==> config.mk <==
export PLATFORM = sky130hd
export DESIGN_NAME = pmws_top
export DESIGN_NICKNAME = d
export VERILOG_FILES = /design/src/pmws_pkg.sv /design/src/pmws_rtc.sv /design/src/pmws_top.sv
export VERILOG_INCLUDE_DIRS = /design/src
export SDC_FILE = /design/constraint.sdc
export NUM_CORES = 1
export LEC_CHECK = 0
export BUFFER_PORTS_ARGS = -buffer_cell sky130_fd_sc_hd__buf_2
export CAP_MARGIN = 25
export CORE_ASPECT_RATIO = 1.4
export CORE_MARGIN = 10
export CORE_UTILIZATION = 45
export CTS_CLUSTER_SIZE = 40
export DETAILED_ROUTE_END_ITERATION = 8
export PLACE_DENSITY = 0.68
export SLEW_MARGIN = 20
export SYNTH_ARGS = -nofsm -noshare
export SYNTH_HDL_FRONTEND = slang
export SYNTH_SLANG_ARGS = --single-unit
export TNS_END_PERCENT = 100
==> constraint.sdc <==
create_clock -name sys_clk_in -period 13.7 [get_ports sys_clk_in]
set_clock_uncertainty 0.2 [all_clocks]
set_input_delay 2.74 -clock sys_clk_in [delete_from_list [all_inputs] [get_ports sys_clk_in]]
set_output_delay 2.74 -clock sys_clk_in [all_outputs]
set_load 0.05 [all_outputs]
==> src/pmws_consts.svh <==
// Offsets, field positions, reset values and timing counts of the power-mode sequencer
`ifndef PMWS_CONSTS_SVH
`define PMWS_CONSTS_SVH
// Register byte offsets
`define PMWS_A_CTRL      8'h00
`define PMWS_A_WAKE_EN   8'h04
`define PMWS_A_SLP_PIN   8'h08
`define PMWS_A_RETAIN    8'h0c
`define PMWS_A_STATUS    8'h10
`define PMWS_A_RTC_CMP   8'h14
`define PMWS_A_SENSOR    8'h18
`define PMWS_A_RTC_NOW   8'h1c
// Control register fields
`define PMWS_F_FORCE_LDO 0
`define PMWS_F_LATCH_EN  1
`define PMWS_F_DSR_EN    2
`define PMWS_F_LF_SRC    4
`define PMWS_F_STBY_REQ  8
`define PMWS_F_SLP_REQ   9
`define PMWS_F_OFF_CMD   10
// Sleep-pin register fields
`define PMWS_F_PIN_EN    8
// Sensor register fields
`define PMWS_F_SENS_EN   0
`define PMWS_F_SENS_EDGE 1
// Status register fields
`define PMWS_F_CAUSE     0
`define PMWS_F_STATE     8
`define PMWS_F_BUCK      12
// Reset-cause bit positions
`define PMWS_C_POR       0
`define PMWS_C_HW        1
`define PMWS_C_SW        2
`define PMWS_C_BOR       3
`define PMWS_C_SLEEP     4
// Reset values
`define PMWS_RST_CAUSE   5'h01
`define PMWS_RST_RETAIN  8'hff
`define PMWS_RST_RTC_CMP 32'h0000_8000
// Sizes
`define PMWS_GPIO_N      25
`define PMWS_RAM_SECT    8
// Timing: slow clock rate, RC recalibration period and reboot length
`define PMWS_LF_HZ       32768
`define PMWS_RC_CAL_S    8
`define PMWS_RC_CAL_TICKS (`PMWS_RC_CAL_S * `PMWS_LF_HZ)
`define PMWS_REBOOT_CYC  16
`endif

==> src/pmws_pkg.sv <==
// Types of the power-mode sequencer
package pmws_pkg;
    // Power states, Gray codes along active-standby-sleep-reboot
    typedef enum logic [2:0] {
        ST_ACTIVE  = 3'h0,
        ST_STANDBY = 3'h1,
        ST_SLEEP   = 3'h3,
        ST_REBOOT  = 3'h2,
        ST_SAVE    = 3'h6,
        ST_DOWN    = 3'h7
    } pmws_state_e;

    // Slow clock sources
    typedef enum logic [1:0] {
        LF_XTAL = 2'h0,
        LF_RC   = 2'h1,
        LF_EXT  = 2'h2
    } pmws_lf_e;

    // All state of the sequencer outside the counter module
    typedef struct packed {
        pmws_state_e  st;
        logic [7:0]   cnt;
        logic         force_ldo;
        logic         latch_en;
        logic         dsr_en;
        pmws_lf_e     lf_src;
        logic [24:0]  wake_en;
        logic         pin_en;
        logic [4:0]   pin_idx;
        logic [7:0]   ret_mask;
        logic         sens_en;
        logic         sens_edge;
        logic [31:0]  rtc_cmp;
        logic [4:0]   cause;
        logic [24:0]  gpio_q;
        logic [24:0]  hold;
        logic         sup_q;
        logic         dsr_q;
        logic         sens_q;
        logic         off_to_sleep;
        logic         buck;
        logic [31:0]  prdata;
        logic         pslverr;
    } pmws_regs_s;
endpackage

==> src/pmws_rtc.sv <==
// Slow-clock real-time counter with compare event and RC recalibration timer
`include "pmws_consts.svh"
module pmws_rtc #(
    parameter int unsigned CAL_TICKS = `PMWS_RC_CAL_TICKS
) (
    input  wire logic        sys_clk_in,
    input  wire logic        reset_in,
    input  wire logic        lf_clk_in,      // Slow clock level, sampled
    input  wire logic        rc_sel_in,      // RC oscillator selected
    input  wire logic [31:0] cmp_in,         // Compare period in ticks
    output logic [31:0]      now_out,        // Ticks since last match
    output logic             match_out,      // One-cycle event pulse
    output logic             cal_req_out     // One-cycle recalibration pulse
);
    logic        lf_q;                        // Previous slow clock level
    logic [31:0] cal_cnt;                     // Ticks since last calibration
    logic        tick;                        // Slow clock rising edge

    assign tick = lf_clk_in & ~lf_q;

    // Counter keeps running in every power state
    always_ff @(posedge sys_clk_in or posedge reset_in) begin
        if (reset_in) begin
            lf_q        <= 1'b0;
            now_out     <= 32'h0000_0000;
            cal_cnt     <= 32'h0000_0000;
            match_out   <= 1'b0;
            cal_req_out <= 1'b0;
        end else begin
            lf_q        <= lf_clk_in;
            match_out   <= 1'b0;
            cal_req_out <= 1'b0;
            if (tick) begin
                // Periodic compare: restart on match
                if (now_out + 32'h1 >= cmp_in) begin
                    now_out   <= 32'h0000_0000;
                    match_out <= 1'b1;
                end else begin
                    now_out <= now_out + 32'h1;
                end
                // RC drifts, so ask for recalibration each period
                if (rc_sel_in && cal_cnt + 32'h1 >= CAL_TICKS) begin
                    cal_cnt     <= 32'h0000_0000;
                    cal_req_out <= 1'b1;
                end else if (rc_sel_in) begin
                    cal_cnt <= cal_cnt + 32'h1;
                end else begin
                    cal_cnt <= 32'h0000_0000;
                end
            end
        end
    end
endmodule // pmws_rtc

==> src/pmws_top.sv <==
// Power-mode, wake and reset sequencer with APB register slave
// Contract
// - Buck under radio load, linear otherwise
// - Setting forces linear regulator permanently
// - Reboot on supply rise and module reset
// - Enabled pin change wakes from sleep
// - Standby also wakes on counter, sensors
// - Any GPIO may control sleep entry/exit
// - Brown-out shuts down without saving settings
// - Standby keeps RAM and low-power interfaces
// - Standby exits on external/internal/sensor events
// - Three slow sources; RC recalibrated 8 s
// - Sleep stops everything; external wake only
// - Sleep wakes on pin, comparator, field
// - Latch pins in sleep, wake on change
// - Sleep wake reboots, keeps retained RAM
// - Low reset pin reboots without saving
// - Power-off command saves, detaches, resets
// - DSR line switches off with saving
// - Counter events run active and standby
//
// The register addresses and the APB interface to the registers are this design's own decisions.
`include "pmws_consts.svh"
module pmws_top #(
    parameter int unsigned CAL_TICKS  = `PMWS_RC_CAL_TICKS,
    parameter int unsigned REBOOT_CYC = `PMWS_REBOOT_CYC
) (
    input  wire logic         sys_clk_in,
    input  wire logic         reset_in,
    // APB slave
    input  wire logic         psel_in,
    input  wire logic         penable_in,
    input  wire logic         pwrite_in,
    input  wire logic [7:0]   paddr_in,
    input  wire logic [31:0]  pwdata_in,
    output logic [31:0]       prdata_out,
    output logic              pready_out,
    output logic              pslverr_out,
    // Supply and reset pins
    input  wire logic         supply_good_in,  // Supply at valid level
    input  wire logic         brownout_in,     // Supply below minimum
    input  wire logic         hw_reset_n_in,   // Reset pin, pulled high on the pad
    // Wake sources
    input  wire logic [24:0]  gpio_in,
    input  wire logic         lpcomp_in,       // Low-power comparator level
    input  wire logic         sensor_in,       // Programmable sensor level
    input  wire logic         nfc_field_in,    // Field detected
    input  wire logic         radio_wake_in,   // Radio internal event
    input  wire logic         radio_busy_in,   // Radio drawing heavy current
    input  wire logic         dsr_in,          // Host on/off line, high = on
    // Save handshake with firmware
    input  wire logic         nvm_done_in,
    input  wire logic         detach_done_in,
    // Slow clock
    input  wire logic         slow_xtal_in,
    output logic              slow_xtal_out,   // Crystal drive
    // Power controls
    output logic              buck_mode_out,
    output logic              logic_power_en_out,
    output logic              lowpower_if_en_out,
    output logic [7:0]        ram_retain_out,
    output logic [24:0]       gpio_hold_out,
    output logic              gpio_latch_en_out,
    output logic              reboot_out,
    output logic              nvm_save_req_out,
    output logic              detach_req_out,
    output logic              rtc_event_out,
    output logic              rc_cal_req_out,
    output logic [1:0]        lf_src_out
);
    pmws_pkg::pmws_regs_s r_r;    // Registered state
    pmws_pkg::pmws_regs_s r_nxt;  // Next state
    logic [31:0] rtc_now;         // Counter value
    logic        rtc_match;       // Counter event
    logic        acc;             // APB access phase
    logic        wr;              // Write strobe
    logic        sup_rise;        // Supply came good
    logic [24:0] pin_chg;         // Enabled pin changes
    logic        sens_ev;         // Sensor event
    logic        slp_pin_rise;    // Sleep control pin rose

    // Counter and recalibration timer
    pmws_rtc #(.CAL_TICKS(CAL_TICKS)) u_rtc (
        .sys_clk_in  (sys_clk_in),
        .reset_in    (reset_in),
        .lf_clk_in   (slow_xtal_in),
        .rc_sel_in   (r_r.lf_src == pmws_pkg::LF_RC),
        .cmp_in      (r_r.rtc_cmp),
        .now_out     (rtc_now),
        .match_out   (rtc_match),
        .cal_req_out (rc_cal_req_out)
    );

    // Whether an address decodes
    function automatic logic mapped(input logic [7:0] a);
        mapped = a[1:0] == 2'b00 && a <= `PMWS_A_RTC_NOW;
    endfunction

    // Zero wait states; errors flag unmapped addresses
    assign acc         = psel_in & penable_in;
    assign wr          = acc & pwrite_in & mapped(paddr_in);
    assign pready_out  = 1'b1;
    assign prdata_out  = r_r.prdata;
    assign pslverr_out = acc & r_r.pslverr;

    // Event detectors
    assign sup_rise     = supply_good_in & ~r_r.sup_q;
    assign pin_chg      = (gpio_in ^ (r_r.st == pmws_pkg::ST_SLEEP && r_r.latch_en
                          ? r_r.hold : r_r.gpio_q)) & r_r.wake_en;
    assign sens_ev      = r_r.sens_en & (r_r.sens_edge ? sensor_in & ~r_r.sens_q
                                                       : sensor_in);
    assign slp_pin_rise = r_r.pin_en & gpio_in[r_r.pin_idx] & ~r_r.gpio_q[r_r.pin_idx];

    // Next-state logic
    always_comb begin
        r_nxt         = r_r;
        r_nxt.gpio_q  = gpio_in;
        r_nxt.sup_q   = supply_good_in;
        r_nxt.dsr_q   = dsr_in;
        r_nxt.sens_q  = sensor_in;
        // Buck only while active under load and not forced linear
        r_nxt.buck = ~r_r.force_ldo & radio_busy_in & (r_r.st == pmws_pkg::ST_ACTIVE);
        // Read data and error flag captured in the setup cycle; both hold
        // through the access edge so the master never races their update
        if (psel_in && !penable_in) begin
            r_nxt.pslverr = ~mapped(paddr_in);
            unique case (paddr_in)
                `PMWS_A_CTRL: r_nxt.prdata = {26'h0, 2'(r_r.lf_src), 1'b0,
                                              r_r.dsr_en, r_r.latch_en, r_r.force_ldo};
                `PMWS_A_WAKE_EN: r_nxt.prdata = {7'h00, r_r.wake_en};
                `PMWS_A_SLP_PIN: r_nxt.prdata = {23'h0, r_r.pin_en, 3'h0, r_r.pin_idx};
                `PMWS_A_RETAIN:  r_nxt.prdata = {24'h0, r_r.ret_mask};
                `PMWS_A_STATUS:  r_nxt.prdata = {19'h0, r_r.buck, 1'b0, 3'(r_r.st),
                                                 3'h0, r_r.cause};
                `PMWS_A_RTC_CMP: r_nxt.prdata = r_r.rtc_cmp;
                `PMWS_A_SENSOR:  r_nxt.prdata = {30'h0, r_r.sens_edge, r_r.sens_en};
                `PMWS_A_RTC_NOW: r_nxt.prdata = rtc_now;
                default:         r_nxt.prdata = 32'h0000_0000;
            endcase
        end
        // Register writes; command bits act only while active
        if (wr) begin
            unique case (paddr_in)
                `PMWS_A_CTRL: begin
                    r_nxt.force_ldo = pwdata_in[`PMWS_F_FORCE_LDO];
                    r_nxt.latch_en  = pwdata_in[`PMWS_F_LATCH_EN];
                    r_nxt.dsr_en    = pwdata_in[`PMWS_F_DSR_EN];
                    // Unused code keeps the crystal
                    r_nxt.lf_src = pwdata_in[`PMWS_F_LF_SRC+:2] == 2'h3 ? pmws_pkg::LF_XTAL
                                 : pmws_pkg::pmws_lf_e'(pwdata_in[`PMWS_F_LF_SRC+:2]);
                end
                `PMWS_A_WAKE_EN: r_nxt.wake_en = pwdata_in[24:0];
                `PMWS_A_SLP_PIN: begin
                    r_nxt.pin_en  = pwdata_in[`PMWS_F_PIN_EN];
                    r_nxt.pin_idx = pwdata_in[4:0] > 5'd24 ? 5'd24 : pwdata_in[4:0];
                end
                `PMWS_A_RETAIN:  r_nxt.ret_mask = pwdata_in[7:0];
                `PMWS_A_STATUS:  r_nxt.cause = r_r.cause & ~pwdata_in[4:0]; // W1C
                `PMWS_A_RTC_CMP: r_nxt.rtc_cmp = pwdata_in;
                `PMWS_A_SENSOR: begin
                    r_nxt.sens_en   = pwdata_in[`PMWS_F_SENS_EN];
                    r_nxt.sens_edge = pwdata_in[`PMWS_F_SENS_EDGE];
                end
                default: ;
            endcase
        end
        // Power state machine; brown-out outranks the reset pin
        if (brownout_in) begin
            r_nxt.st = pmws_pkg::ST_DOWN; // No save attempted
            r_nxt.cause[`PMWS_C_BOR] = 1'b1;
        end else if (!hw_reset_n_in) begin
            r_nxt.st  = pmws_pkg::ST_REBOOT; // Held while low, no save
            r_nxt.cnt = 8'h00;
            r_nxt.cause[`PMWS_C_HW] = 1'b1;
        end else begin
            unique case (r_r.st)
                pmws_pkg::ST_ACTIVE: begin
                    if (wr && paddr_in == `PMWS_A_CTRL && pwdata_in[`PMWS_F_OFF_CMD]) begin
                        r_nxt.st           = pmws_pkg::ST_SAVE;
                        r_nxt.off_to_sleep = 1'b0;
                    end else if (r_r.dsr_en && r_r.dsr_q && !dsr_in) begin
                        r_nxt.st           = pmws_pkg::ST_SAVE;
                        r_nxt.off_to_sleep = 1'b1;
                    end else if (slp_pin_rise || (wr && paddr_in == `PMWS_A_CTRL &&
                                 pwdata_in[`PMWS_F_SLP_REQ])) begin
                        r_nxt.st   = pmws_pkg::ST_SLEEP;
                        r_nxt.hold = gpio_in; // Snapshot on entry
                    end else if (wr && paddr_in == `PMWS_A_CTRL &&
                                 pwdata_in[`PMWS_F_STBY_REQ]) begin
                        r_nxt.st = pmws_pkg::ST_STANDBY;
                    end
                end
                pmws_pkg::ST_SAVE: begin
                    // Wait for settings stored and network detached
                    if (nvm_done_in && detach_done_in) begin
                        if (r_r.off_to_sleep) begin
                            r_nxt.st   = pmws_pkg::ST_SLEEP;
                            r_nxt.hold = gpio_in;
                        end else begin
                            r_nxt.st  = pmws_pkg::ST_REBOOT;
                            r_nxt.cnt = 8'h00;
                            r_nxt.cause[`PMWS_C_SW] = 1'b1;
                        end
                    end
                end
                pmws_pkg::ST_STANDBY: begin
                    // Pins, counter, radio, field, sensors resume directly
                    if ((|pin_chg) || rtc_match || radio_wake_in || nfc_field_in ||
                        sens_ev) begin
                        r_nxt.st = pmws_pkg::ST_ACTIVE;
                    end
                end
                pmws_pkg::ST_SLEEP: begin
                    // Only pin, comparator, field or on/off line rise wake; then reboot
                    if ((|pin_chg) || lpcomp_in || nfc_field_in ||
                        (r_r.dsr_en && dsr_in && !r_r.dsr_q)) begin
                        r_nxt.st  = pmws_pkg::ST_REBOOT;
                        r_nxt.cnt = 8'h00;
                        r_nxt.cause[`PMWS_C_SLEEP] = 1'b1;
                    end
                end
                pmws_pkg::ST_REBOOT: begin
                    r_nxt.cnt = r_r.cnt + 8'h01;
                    if (r_r.cnt >= 8'(REBOOT_CYC - 1)) begin
                        r_nxt.st = pmws_pkg::ST_ACTIVE;
                    end
                end
                pmws_pkg::ST_DOWN: begin
                    if (sup_rise) begin
                        r_nxt.st  = pmws_pkg::ST_REBOOT;
                        r_nxt.cnt = 8'h00;
                        r_nxt.cause[`PMWS_C_POR] = 1'b1;
                    end
                end
                default: r_nxt.st = pmws_pkg::ST_REBOOT;
            endcase
        end
    end

    // State register; power-on reset records its own cause
    always_ff @(posedge sys_clk_in or posedge reset_in) begin
        if (reset_in) begin
            r_r           <= '0;
            r_r.st        <= pmws_pkg::ST_REBOOT; // Full reboot on power-up
            r_r.cause     <= `PMWS_RST_CAUSE;
            r_r.ret_mask  <= `PMWS_RST_RETAIN;
            r_r.rtc_cmp   <= `PMWS_RST_RTC_CMP;
        end else begin
            r_r <= r_nxt;
        end
    end

    // Outputs by state
    assign buck_mode_out      = r_r.buck;
    assign logic_power_en_out = r_r.st == pmws_pkg::ST_ACTIVE || r_r.st == pmws_pkg::ST_SAVE;
    assign lowpower_if_en_out = r_r.st != pmws_pkg::ST_SLEEP && r_r.st != pmws_pkg::ST_DOWN;
    assign ram_retain_out     = r_r.st == pmws_pkg::ST_SLEEP  ? r_r.ret_mask
                              : r_r.st == pmws_pkg::ST_DOWN   ? 8'h00
                              : 8'hff; // Standby keeps all RAM
    assign gpio_latch_en_out  = r_r.st == pmws_pkg::ST_SLEEP && r_r.latch_en;
    assign gpio_hold_out      = r_r.hold;
    assign reboot_out         = r_r.st == pmws_pkg::ST_REBOOT;
    assign nvm_save_req_out   = r_r.st == pmws_pkg::ST_SAVE;
    assign detach_req_out     = r_r.st == pmws_pkg::ST_SAVE;
    // Counter events reach the CPU side except in sleep
    assign rtc_event_out      = rtc_match && r_r.st != pmws_pkg::ST_SLEEP;
    assign lf_src_out         = 2'(r_r.lf_src);
    assign slow_xtal_out      = r_r.lf_src == pmws_pkg::LF_XTAL & ~slow_xtal_in;

    // Checks
    property p_buck;
        @(posedge sys_clk_in) disable iff (reset_in)
        buck_mode_out |-> $past(radio_busy_in) && !$past(r_r.force_ldo);
    endproperty
    a_buck: assert property (p_buck) else $error("Buck without load or forced");
    property p_ldo;
        @(posedge sys_clk_in) disable iff (reset_in)
        r_r.force_ldo |=> !buck_mode_out;
    endproperty
    a_ldo: assert property (p_ldo) else $error("Buck while forced linear");
    property p_bor;
        @(posedge sys_clk_in) disable iff (reset_in)
        brownout_in |=> r_r.st == pmws_pkg::ST_DOWN && !nvm_save_req_out;
    endproperty
    a_bor: assert property (p_bor) else $error("Brown-out not shut down");
    property p_hw;
        @(posedge sys_clk_in) disable iff (reset_in)
        !hw_reset_n_in && !brownout_in |=> reboot_out && !nvm_save_req_out;
    endproperty
    a_hw: assert property (p_hw) else $error("Reset pin ignored");
    property p_por;
        @(posedge sys_clk_in) disable iff (reset_in)
        r_r.st == pmws_pkg::ST_DOWN && sup_rise && !brownout_in && hw_reset_n_in
        |=> reboot_out && r_r.cause[`PMWS_C_POR];
    endproperty
    a_por: assert property (p_por) else $error("Supply rise without reboot");
    property p_save;
        @(posedge sys_clk_in) disable iff (reset_in)
        nvm_save_req_out |-> detach_req_out && logic_power_en_out && !reboot_out;
    endproperty
    a_save: assert property (p_save) else $error("Save without detach");
    property p_reboot_len;
        @(posedge sys_clk_in) disable iff (reset_in)
        $rose(reboot_out) |-> reboot_out [*4];
    endproperty
    a_reboot_len: assert property (p_reboot_len) else $error("Reboot pulse short");
    property p_slp_wake;
        @(posedge sys_clk_in) disable iff (reset_in)
        r_r.st == pmws_pkg::ST_SLEEP && hw_reset_n_in && !brownout_in &&
        (lpcomp_in || nfc_field_in) |=> reboot_out && r_r.cause[`PMWS_C_SLEEP];
    endproperty
    a_slp_wake: assert property (p_slp_wake) else $error("Sleep wake lost");
    property p_stby;
        @(posedge sys_clk_in) disable iff (reset_in)
        r_r.st == pmws_pkg::ST_STANDBY |-> ram_retain_out == 8'hff &&
            lowpower_if_en_out && !logic_power_en_out;
    endproperty
    a_stby: assert property (p_stby) else $error("Standby power wrong");
    property p_sleep;
        @(posedge sys_clk_in) disable iff (reset_in)
        r_r.st == pmws_pkg::ST_SLEEP |-> ram_retain_out == r_r.ret_mask &&
            !lowpower_if_en_out && !rtc_event_out;
    endproperty
    a_sleep: assert property (p_sleep) else $error("Sleep not stopped");
    c_stby_wake: cover property (@(posedge sys_clk_in) disable iff (reset_in)
        r_r.st == pmws_pkg::ST_STANDBY ##1 r_r.st == pmws_pkg::ST_ACTIVE);
    c_sleep_wake: cover property (@(posedge sys_clk_in) disable iff (reset_in)
        r_r.st == pmws_pkg::ST_SLEEP ##1 reboot_out);
    c_poweroff: cover property (@(posedge sys_clk_in) disable iff (reset_in)
        nvm_save_req_out ##1 reboot_out);
endmodule // pmws_top

### Yosys cells after proc, flatten, opt, wreduce, memory -nomap -nowiden

Cells that the tools add are included.

| word-level totals | value |
|---|---|
| register bits after elaboration | 249 |
| input bits | 82 |
| output and inout port bits | 79 |

| operators by class | value |
|---|---|
| add/subtract/negate cells | 3 |
| $lt $le $gt $ge | 6 |
| equality and inequality tests | 32 |
| muxes and demuxes | 57 |
| bitwise gates (word level) | 25 |
| reduce and logical (&&, ||, !) cells | 47 |

Operators by type and width:

| kind | count |
|---|---|
| $pmux W32 S8 | 1 |
| $mux W25 | 6 |
| $mux W32 | 3 |
| $add A32 B1 Y32 const B | 2 |
| $pmux W25 S2 | 1 |
| $mux W11 | 4 |
| $eq A8 B5 Y1 const B | 4 |
| $ge A32 B19 Y1 const B | 1 |
| $ge A32 B32 Y1 | 1 |
| $pmux W8 S4 | 1 |
| $and A25 B25 Y25 | 1 |
| $reduce_or A25 Y1 | 1 |
| $xor A25 B25 Y25 | 1 |
| $mux W3 | 8 |
| $mux W8 | 3 |
| $mux W1 | 23 |
| $pmux W3 S6 | 1 |
| $eq A8 B4 Y1 const B | 2 |
| $logic_and A1 B1 Y1 | 15 |
| $mux W5 | 3 |
| $reduce_and A2 Y1 | 7 |
| $and A1 B1 Y1 | 13 |
| $ne A4 B3 Y1 const B | 3 |
| $reduce_and A6 Y1 | 2 |
| 31 further kinds | 63 |

### Depth between registers and ports, before layout

Gate-level depths: netlist of run 1.

| logic depth | value |
|---|---|
| word-level depth | 14 |
| mapped depth | 17 |
| gate-level depth less buffers | 16 |

### Hierarchy

From an unflattened synthesis of run 1, not the netlist that was laid out.

| second synthesis, totals | value |
|---|---|
| cell total of the unflattened synthesis | 1411 |
| area, all modules | 14068.5 µm² |

By module, submodules not included:

| module | instances | cells an instance | area each (µm²) | sequential area each (µm²) |
|---|---|---|---|---|
| pmws_top | 1 | 880 | 9456.6 | 4568.1 |
| pmws_rtc | 1 | 531 | 4611.9 | 1676.6 |

### Worst setup path before layout of run 1

No wires, ideal clock.

| timing | value |
|---|---|
| path type | in2out |
| from | in slow_xtal_in |
| to | out slow_xtal_out |
| arrival | 3.785 ns |
| data required time | 10.760 ns |
| path slack | 6.975 ns |
| stages | 1 |
| cells stage by stage | nor3_1 |

| on the way | value |
|---|---|
| longest elaborated chain between the ends | 2 |

RTL lines:

| what | line | text |
|---|---|---|
| start, declared | pmws_top.sv:55 | `input wire logic slow_xtal_in,` |
| $not A1 Y1 | pmws_top.sv:268 | `assign slow_xtal_out = r_r.lf_src == pmws_pkg::LF_XTAL & ~slow_xtal_in;` |
| $and A1 B1 Y1 | pmws_top.sv:268 |  |
| end, declared | pmws_top.sv:56 | `output logic slow_xtal_out,` |

No other way between the ends.

### Final worst setup path of run 1

Same ends and word-level chain as after synthesis.

==> results.sh, run 1 <==
export IMPL_dp_hpwl_um=32600
export IMPL_critPathLaunchType="primary input"
export IMPL_ys_ff_latch=249
export IMPL_fill_cells=2935
export IMPL_path_clk_slew_ns=0.05
export IMPL_cp_slowest_cell="buf_2"
export IMPL_post_cts_buffers=0
export IMPL_crit_top_cell="buf_2"
export IMPL_post_synth_top_count_cell="dfrtp_1"
export IMPL_hold_slack_ns=0.275
export IMPL_synth_largest_area_cell="dfrtp_1"
export IMPL_synth_edff_count=0
export IMPL_final_setup_tns_ns=0
export IMPL_min_period_ns=6.21
export IMPL_yosys_warnings=0
export IMPL_critical_path_top_delay_family="buffers and inverters"
export IMPL_p_leak_nw=7.29
export IMPL_hold_class="reg2reg"
export IMPL_max_freq_ghz=0.161
export IMPL_drc_errors=0
export IMPL_synth_main_ff_cell="dfrtp_1"
export IMPL_hold_viol=0
export IMPL_placementRows=77
export IMPL_yosysTopAreaCellShare=0.413
export IMPL_start_util=0.456
export IMPL_status="complete, no violations"
export IMPL_clk_latency_ns=0.56
export IMPL_first_global_vias=12100
export IMPL_grtUsageTotal=0.217
export IMPL_ir_drop_mv=0.0860
export IMPL_drt_wl_total_um=43600
export IMPL_critPathCaptureType="output port"
export IMPL_syn2layout_area_growth_pct=11.4
export IMPL_drtIter0Drc=1160
export IMPL_synthTopCellsByCount="dfrtp_1, nand2_1, o21ai_0, mux2_2, inv_1"
export IMPL_avgViaCountPerCell=5.95
export IMPL_clock_tree_buffer_depth=3
export IMPL_tritoncts="built"
export IMPL_setup_viol_count_final=0
export IMPL_critical_path_max_fanout=4
export IMPL_cp_cell_sequence="buf_2 > nor3_1 > buf_2"
export IMPL_grt_max_degree=113
export IMPL_total_power_w=0.00192
export IMPL_yosys_top_cells_area="dfrtp_1, mux2_2, nand2_1"
export IMPL_core_um2=31600
export IMPL_ys_seq_area_frac=0.433
export IMPL_vias=11900
export IMPL_cts_sinks=249
export IMPL_antenna_found_initial=1
export IMPL_rsz0062_at_grt="false"
export IMPL_powerDensity_nw_per_um2=119
export IMPL_die_height_um=232
export IMPL_cp_slowest_stage_delay_ns=0.29
export IMPL_numPortBuffers=159
export IMPL_synthCells=1501
export IMPL_crit_type="in2out"
export IMPL_layout_nets=1699
export IMPL_die_x_um=171
export IMPL_relSlewSlack=0.339
export IMPL_synth_avg_cell_area_um2=9.60
export IMPL_overflow=0
export IMPL_routabilityCongestion=0.976
export IMPL_postCtsHoldBufs=0
export IMPL_cp_arrival_ns=3.27
export IMPL_syn_num_nets=1619
export IMPL_pin_count=161
export IMPL_synth_cell_area_um2=14400
export IMPL_worstPathRequired_ns=10.76
export IMPL_maxCapViolCount=0
export IMPL_slew_viol_final=0
export IMPL_h_tree_depth=1
export IMPL_antenna_left=0
export IMPL_cts_root_buf="clkbuf_16"
export IMPL_tightest_slew_ns=0.982
export IMPL_first_pass_iters=9
export IMPL_ys_types=77
export IMPL_fin_crit_sh=0.453
export IMPL_drive_above_1_share=0.215
export IMPL_numCtsBuffers=26
export IMPL_async_flop_share=1.00
export IMPL_die_area_um2=39700
export IMPL_cts_resized=0
export IMPL_wl_per_cell_um=21.8
export IMPL_crit_buf_inv=2
export IMPL_grt_first_pass_wirelength_um=68600
stage by stage:
step / std cells / util / setup WS, ns / instance area, um^2
after CTS: 1995 / 0.507 / 7.48 / 16000
after global routing: 1997 / 0.508 / 7.46 / 16100
after floorplan: 1501 / - / 3.93 / 14400
after global placement: 1946 / 0.479 / 7.13 / 15100
after detailed placement: 1947 / 0.479 / 7.30 / 15100
final: 1997 / 0.508 / 7.49 / 16100
area by class of cell:
| class | count | area (um^2) | area share |
|---|---|---|---|
| repair buffers | 177 | 958 | 0.0597 |
| clock buffers | 40 | 773 | 0.0482 |
| diodes | 1 | 2.50 | 0.000156 |
| multi-input cells | 1054 | 7190 | 0.448 |
| inverters | 73 | 282 | 0.0175 |
| well taps | 395 | 494 | 0.0308 |
| clock inverters | 8 | 108 | 0.00670 |
| flip-flops and latches | 249 | 6240 | 0.389 |
tightest hold or removal path: stages, from the launching register on:
cell	delay [ns]
dfrtp_1	0.34
nand2_1	0.04
o21ai_0	0.06
state kept, by name, indices dropped and copies added (netlist names), 2 cells and up:
signal and flops:
r_r 122, prdata_out 32, u_rtc.cal_cnt 32, u_rtc.now_out 32, gpio_hold_out 25, lf_src_out 2
cell families (layout without fill, tap and decap cells):
logic type | after synthesis | in the layout | synth area share
XOR/XNOR | 47 | 47 | 0.0286
adder cells (fa/ha/maj) | 36 | 36 | 0.0313
AO/OA/AOI/OAI | 323 | 323 | 0.149
multiplexers | 120 | 120 | 0.0936
other | 1 | 2 | 0.000260
AND/OR/NAND/NOR | 527 | 527 | 0.195
buffers and inverters | 198 | 298 | 0.0692
flip-flops | 249 | 249 | 0.433
routing by layer:
metal | GRT usage | wire length [um]
met1 | 0.260 | 17500
met2 | 0.382 | 22300
met3 | 0.0318 | 2310
met4 | 0.0861 | 1540
met5 | 0 | 0
power by group:
part	total, W	internal, W	switching, W
Combinational	0.000351	0.000128	0.000224
Clock	0.000736	0.000427	0.000309
Sequential	0.000830	0.000773	0.0000563
Total	0.00192	0.00133	0.000589
cells in the final DEF, fill, tap and decap left out, types with 18 or more instances in the layout:
master | Yosys | routed
o21ai_0 | 122 | 122
a21oi_1 | 39 | 39
clkbuf_16 | 0 | 26
inv_1 | 73 | 72
nand2b_1 | 29 | 27
nor2b_1 | 18 | 18
mux2_2 | 98 | 98
xnor2_1 | 32 | 32
dfrtp_1 | 238 | 238
nand3_1 | 59 | 59
mux2i_1 | 20 | 20
a21o_1 | 18 | 18
nand3b_1 | 44 | 44
buf_2 | 8 | 159
and3_1 | 22 | 22
nor2_1 | 57 | 56
nand2_1 | 169 | 169
nand4_1 | 29 | 29
ha_1 | 36 | 36
worst paths after layout:
path / from / end / slack, ns / depth (start not counted)
setup / recovery: slow_xtal_in / slow_xtal_out / 7.49 / 3
hold / removal: prdata_out[25]$_DFFE_PP0P_ / prdata_out[25]$_DFFE_PP0P_ / 0.28 / 2
setup reg to reg: u_rtc.now_out[0]$_DFFE_PP0P_ / u_rtc.now_out[0]$_DFFE_PP0P_ / 9.04 / 16
hold reg to reg: prdata_out[25]$_DFFE_PP0P_ / prdata_out[25]$_DFFE_PP0P_ / 0.28 / 2
max in group asynchronous: reset_in / r_r[152]$_DFFE_PP0P_ / 9.14 / 5
min in group asynchronous: reset_in / r_r[36]$_DFF_PP0_ / 2.12 / 2
(Power assumes the default switching activity.)
==> run 2, diff against run 1 <==
PLACE_DENSITY = 0.7   (was 0.68)
clock period = 5.7 ns   (was 13.7 ns; I/O delays follow)
==> results.sh, run 2 (synthesized netlist as in run 1, its figures left out) <==
export IMPL_status="complete, no violations"
export IMPL_clk_latency_ns=0.55
export IMPL_ir_drop_mv=0.188
export IMPL_die_area_um2=39700
export IMPL_dp_cells=1950
export IMPL_regMostFlops="r_r"
export IMPL_antenna_cells=0
export IMPL_crit_buf_inv=2
export IMPL_fin_util=0.507
export IMPL_core_um2=31600
export IMPL_routabilityCongestion=0.937
export IMPL_cp_slowest_cell="nor4_1"
export IMPL_drive_above_1_share=0.217
export IMPL_mostFrequentLayoutCells="dfrtp_1, nand2_1, buf_2"
export IMPL_dp_hpwl_um=32700
export IMPL_die_x_um=171
export IMPL_critPathLaunchType="flop"
export IMPL_critical_path_max_fanout=25
export IMPL_r2r_start="u_rtc.now_out[0]$_DFFE_PP0P_"
export IMPL_drtIter0Drc=1041
export IMPL_overflow=0
export IMPL_pin_count=161
export IMPL_cp_slowest_stage_delay_ns=0.51
export IMPL_max_freq_ghz=0.218
export IMPL_fin_cells=2000
export IMPL_drc_errors=0
export IMPL_final_setup_tns_ns=0
export IMPL_rsz0062_at_grt="false"
export IMPL_relSlewSlack=0.259
export IMPL_grt_first_pass_wirelength_um=67700
export IMPL_antenna_found_initial=0
export IMPL_critPathCaptureType="flop"
export IMPL_endpoint="u_rtc.now_out[0]$_DFFE_PP0P_"
export IMPL_r2r_end="u_rtc.now_out[0]$_DFFE_PP0P_"
export IMPL_grtUsageTotal=0.213
export IMPL_worstPathRequired_ns=5.99
export IMPL_fill_cells=2937
export IMPL_slew_viol_final=0
export IMPL_postCtsHoldBufs=0
export IMPL_avgViaCountPerCell=5.96
export IMPL_cts_root_buf="clkbuf_16"
export IMPL_die_height_um=232
export IMPL_p_leak_nw=7.28
export IMPL_vias=11900
export IMPL_cp_arrival_ns=4.87
export IMPL_hold_class="reg2reg"
export IMPL_final_common_cell="dfrtp_1"
export IMPL_hold_viol=0
export IMPL_syn2layout_area_growth_pct=11.2
export IMPL_r2r_slack_ns=1.12
export IMPL_wl_per_cell_um=21.5
export IMPL_setup_viol_count_final=0
export IMPL_start_util=0.456
export IMPL_first_pass_iters=7
export IMPL_critical_path_top_delay_family="simple AND/OR/NAND/NOR gates"
export IMPL_crit_type="reg2reg"
export IMPL_antenna_left=0
export IMPL_largest_reg_flops=122
export IMPL_cts_resized=0
export IMPL_r2r_cells=17
export IMPL_drt_wl_total_um=43100
export IMPL_post_cts_buffers=0
export IMPL_layout_nets=1702
export IMPL_cp_cell_sequence="ha_1 > nand3_1 > nor2_1 > nand2_1 > nor4_1 > nand2_1 > xnor2_1 > ha_1 > nor2b_1 > o21ai_0 > a21oi_1 > o31ai_1 > buf_4 > o21ai_1 > buf_4 > nor2_1 > mux2_2"
export IMPL_numCtsBuffers=27
export IMPL_crit_cells=17
export IMPL_powerDensity_nw_per_um2=285
export IMPL_hp_start="prdata_out[22]$_DFFE_PP0P_"
export IMPL_first_global_vias=12200
export IMPL_maxCapViolCount=0
export IMPL_h_tree_depth=1
export IMPL_clock_tree_buffer_depth=3
export IMPL_path_clk_slew_ns=0.06
export IMPL_tightest_slew_ns=1.10
export IMPL_crit_start="u_rtc.now_out[0]$_DFFE_PP0P_"
export IMPL_placementRows=77
export IMPL_numPortBuffers=159
export IMPL_cts_sinks=249
export IMPL_grt_max_degree=146
export IMPL_tritoncts="built"
export IMPL_min_period_ns=4.58
export IMPL_fin_crit_sh=0.804
-- run 2: metal layers --
metal / global-route usage / up-vias / share of wire
li1: - / 5556 / -
met1: 0.251 / 5860 / 0.39
met2: 0.365 / 402 / 0.50
met3: 0.0308 / 106 / 0.061
met4: 0.114 / 0 / 0.051
met5: 0 / - / 0
-- run 2: cell type report --
class / instances / area (um^2) / area share
clock inverter: 11 / 90.1 / 0.00562
multi-input combinational: 1054 / 7190 / 0.449
timing repair buffer: 179 / 958 / 0.0598
sequential: 249 / 6240 / 0.390
inverter: 73 / 278 / 0.0173
tap: 395 / 494 / 0.0309
clock buffer: 39 / 761 / 0.0475
-- run 2: worst min path at each step --
stage	slack, ns	endpoint	cells after the start
after global routing	0.30	prdata_out[21]$_DFFE_PP0P_	2
after global placement	0.26	prdata_out[27]$_DFFE_PP0P_	2
after floorplan	0.23	buck_mode_out$_DFF_PP0_	1
after CTS	0.28	prdata_out[22]$_DFFE_PP0P_	2
final	0.27	prdata_out[22]$_DFFE_PP0P_	2
after detailed placement	0.27	prdata_out[22]$_DFFE_PP0P_	2
-- run 2: per-stage QoR --
step / power [W] / hold slack, ns / area [um^2] / setup WS [ns]
after floorplan: 0.00262 / 0.225 / 14400 / 1.10
after global placement: 0.00286 / 0.262 / 15200 / 1.27
after detailed placement: 0.00287 / 0.265 / 15200 / 1.13
after CTS: 0.00460 / 0.278 / 16000 / 1.11
after global routing: 0.00476 / 0.299 / 16000 / 0.651
final: 0.00456 / 0.273 / 16000 / 1.12
-- run 2: tightest hold or removal path: stages, from the launching register on --
cell	delay, ns
dfrtp_1	0.33
nand2_1	0.05
o21ai_0	0.06
-- run 2: where the power goes --
group	leakage [nW]	switching [W]	total, W	internal (W)
clock	0.421	0.000750	0.00172	0.000973
sequential	3.27	0.000130	0.00199	0.00186
combinational	3.58	0.000543	0.000852	0.000308
==> run 3, diff against run 2 <==
PLACE_DENSITY = 0.68   (was 0.7)
clock period = 4.33 ns   (was 5.7 ns; I/O delays follow)
==> results.sh, run 3 (synthesized netlist as in run 1, its figures left out) <==
export IMPL_final_common_cell="dfrtp_1"
export IMPL_dpl_cell_area_um2=15300
export IMPL_cp_slowest_stage_delay_ns=0.42
export IMPL_grt_max_degree=115
export IMPL_drt_wl_total_um=43300
export IMPL_p_sw_w=0.00188
export IMPL_drive_above_1_share=0.230
export IMPL_clk_latency_ns=0.56
export IMPL_critical_path_max_fanout=13
export IMPL_ir_drop_mv=0.194
export IMPL_pin_count=161
export IMPL_cts_sinks=249
export IMPL_rsz0062_at_grt="false"
export IMPL_overflow=0
export IMPL_dp_cells=1969
export IMPL_postCtsHoldBufs=0
export IMPL_clock_tree_buffer_depth=3
export IMPL_wl_per_cell_um=21.5
export IMPL_swShare=0.308
export IMPL_crit_type="reg2reg"
export IMPL_vias=12000
export IMPL_critPathLaunchType="flop"
export IMPL_start_util=0.456
export IMPL_p_comb_frac=0.195
export IMPL_fin_cells=2017
export IMPL_p_seq_frac=0.428
export IMPL_relSlewSlack=0.414
export IMPL_first_global_vias=12100
export IMPL_final_area_um2=16300
export IMPL_worstPathRequired_ns=4.62
export IMPL_antenna_cells=0
export IMPL_die_area_um2=39700
export IMPL_cp_arrival_ns=4.26
export IMPL_die_x_um=171
export IMPL_cts_root_buf="clkbuf_16"
export IMPL_mostFrequentLayoutCells="dfrtp_1, nand2_1, buf_2"
export IMPL_dp_hpwl_um=33100
export IMPL_slew_viol_final=0
export IMPL_grt_first_pass_wirelength_um=68100
export IMPL_layout_setup_ws_ns=0.360
export IMPL_hold_viol=0
export IMPL_antenna_found_initial=0
export IMPL_fin_util=0.514
export IMPL_path_clk_slew_ns=0.06
export IMPL_numPortBuffers=159
export IMPL_clockPowerShare=0.376
export IMPL_die_height_um=232
export IMPL_placementRows=77
export IMPL_antenna_left=0
export IMPL_hold_class="in2async"
export IMPL_drc_errors=0
export IMPL_place_ws_ns=0.0937
export IMPL_cts_resized=0
export IMPL_status="complete, no violations"
export IMPL_cp_cell_sequence="ha_1 > nand3_1 > nor2_1 > nand2_1 > nor4_2 > nand2_1 > xnor2_1 > ha_1 > nor2b_1 > o21ai_0 > a21oi_1 > o31ai_2 > o21ai_4 > buf_4 > o21ai_0 > a22o_1"
export IMPL_critPathCaptureType="flop"
export IMPL_numCtsBuffers=26
export IMPL_regMostFlops="r_r"
export IMPL_drtIter0Drc=1086
export IMPL_fin_crit_sh=0.917
export IMPL_first_pass_iters=6
export IMPL_p_leak_nw=7.39
export IMPL_powerDensity_nw_per_um2=375
export IMPL_largest_reg_flops=122
export IMPL_p_int_w=0.00421
export IMPL_post_cts_buffers=0
export IMPL_cp_slowest_cell="nor4_2"
export IMPL_syn2layout_area_growth_pct=12.8
export IMPL_h_tree_depth=1
export IMPL_setup_viol_count_final=0
export IMPL_crit_buf_inv=1
export IMPL_critical_path_top_delay_family="simple AND/OR/NAND/NOR gates"
export IMPL_min_period_ns=3.97
export IMPL_routabilityCongestion=0.982
export IMPL_max_freq_ghz=0.252
export IMPL_avgViaCountPerCell=5.94
export IMPL_maxCapViolCount=0
export IMPL_tightest_slew_ns=0.879
export IMPL_tritoncts="built"
export IMPL_layout_nets=1720
export IMPL_core_um2=31600
export IMPL_grtUsageTotal=0.215
[run 3: cell type report]
cell class | instances | area (um^2)
clock buffer | 36 | 738
clock inverter | 12 | 134
fill | 2947 | 15300
inverter | 73 | 278
multi-input combinational | 1054 | 7220
sequential | 249 | 6240
tap | 395 | 494
timing repair buffer | 198 | 1140
[run 3: final timing paths]
path / slack (ns) / cells after the start / to / from
setup / recovery: 0.36 / 16 / u_rtc.now_out[7]$_DFFE_PP0P_ / u_rtc.now_out[1]$_DFFE_PP0P_
hold / removal: 0.20 / 2 / r_r[35]$_DFF_PP0_ / reset_in
setup reg to reg: 0.36 / 16 / u_rtc.now_out[7]$_DFFE_PP0P_ / u_rtc.now_out[1]$_DFFE_PP0P_
hold reg to reg: 0.28 / 2 / prdata_out[5]$_DFFE_PP0P_ / prdata_out[5]$_DFFE_PP0P_
max in group asynchronous: 2.65 / 3 / r_r[84]$_DFF_PP0_ / reset_in
min in group sys_clk_in: 0.22 / 1 / r_r[37]$_DFF_PP0_ / supply_good_in
[run 3: worst reg2reg max path, cell delays in order, from the launching register on]
cell     delay (ns)
dfrtp_1        0.41
ha_1           0.25
nand3_1        0.13
nor2_1         0.26
nand2_1        0.20
nor4_2         0.42
nand2_1        0.16
xnor2_1        0.15
ha_1           0.30
nor2b_1        0.14
o21ai_0        0.19
a21oi_1        0.11
o31ai_2        0.30
o21ai_4        0.16
buf_4          0.21
o21ai_0        0.17
a22o_1         0.15
[run 3: per-layer routing]
metal  global-route usage  vias to the layer above  wire [um]
met5                    0                        -          0
met4               0.0997                        0       1970
met3               0.0320                       93       2830
met2                0.374                      419      21600
met1                0.255                     5877      16900
li1                     -                     5597          -
[run 3: per-stage QoR]
| stage | TNS, ns | total power [W] | hold slack, ns |
|---|---|---|---|
| floorplan | -0.174 | 0.00345 | 0.225 |
| global placement | 0 | 0.00379 | 0.261 |
| detailed placement | 0 | 0.00381 | 0.266 |
| CTS | 0 | 0.00612 | 0.193 |
| global route | 0 | 0.00636 | 0.216 |
| finish | 0 | 0.00609 | 0.199 |
[run 3: power groups by stage]
stage               logic [W]  registers, W  clock network, W
floorplan            0.000866       0.00259                 0
global placement      0.00115       0.00264                 0
detailed placement    0.00116       0.00265                 0
CTS                   0.00117       0.00260           0.00235
global route          0.00130       0.00263           0.00243
finish                0.00119       0.00261           0.00229
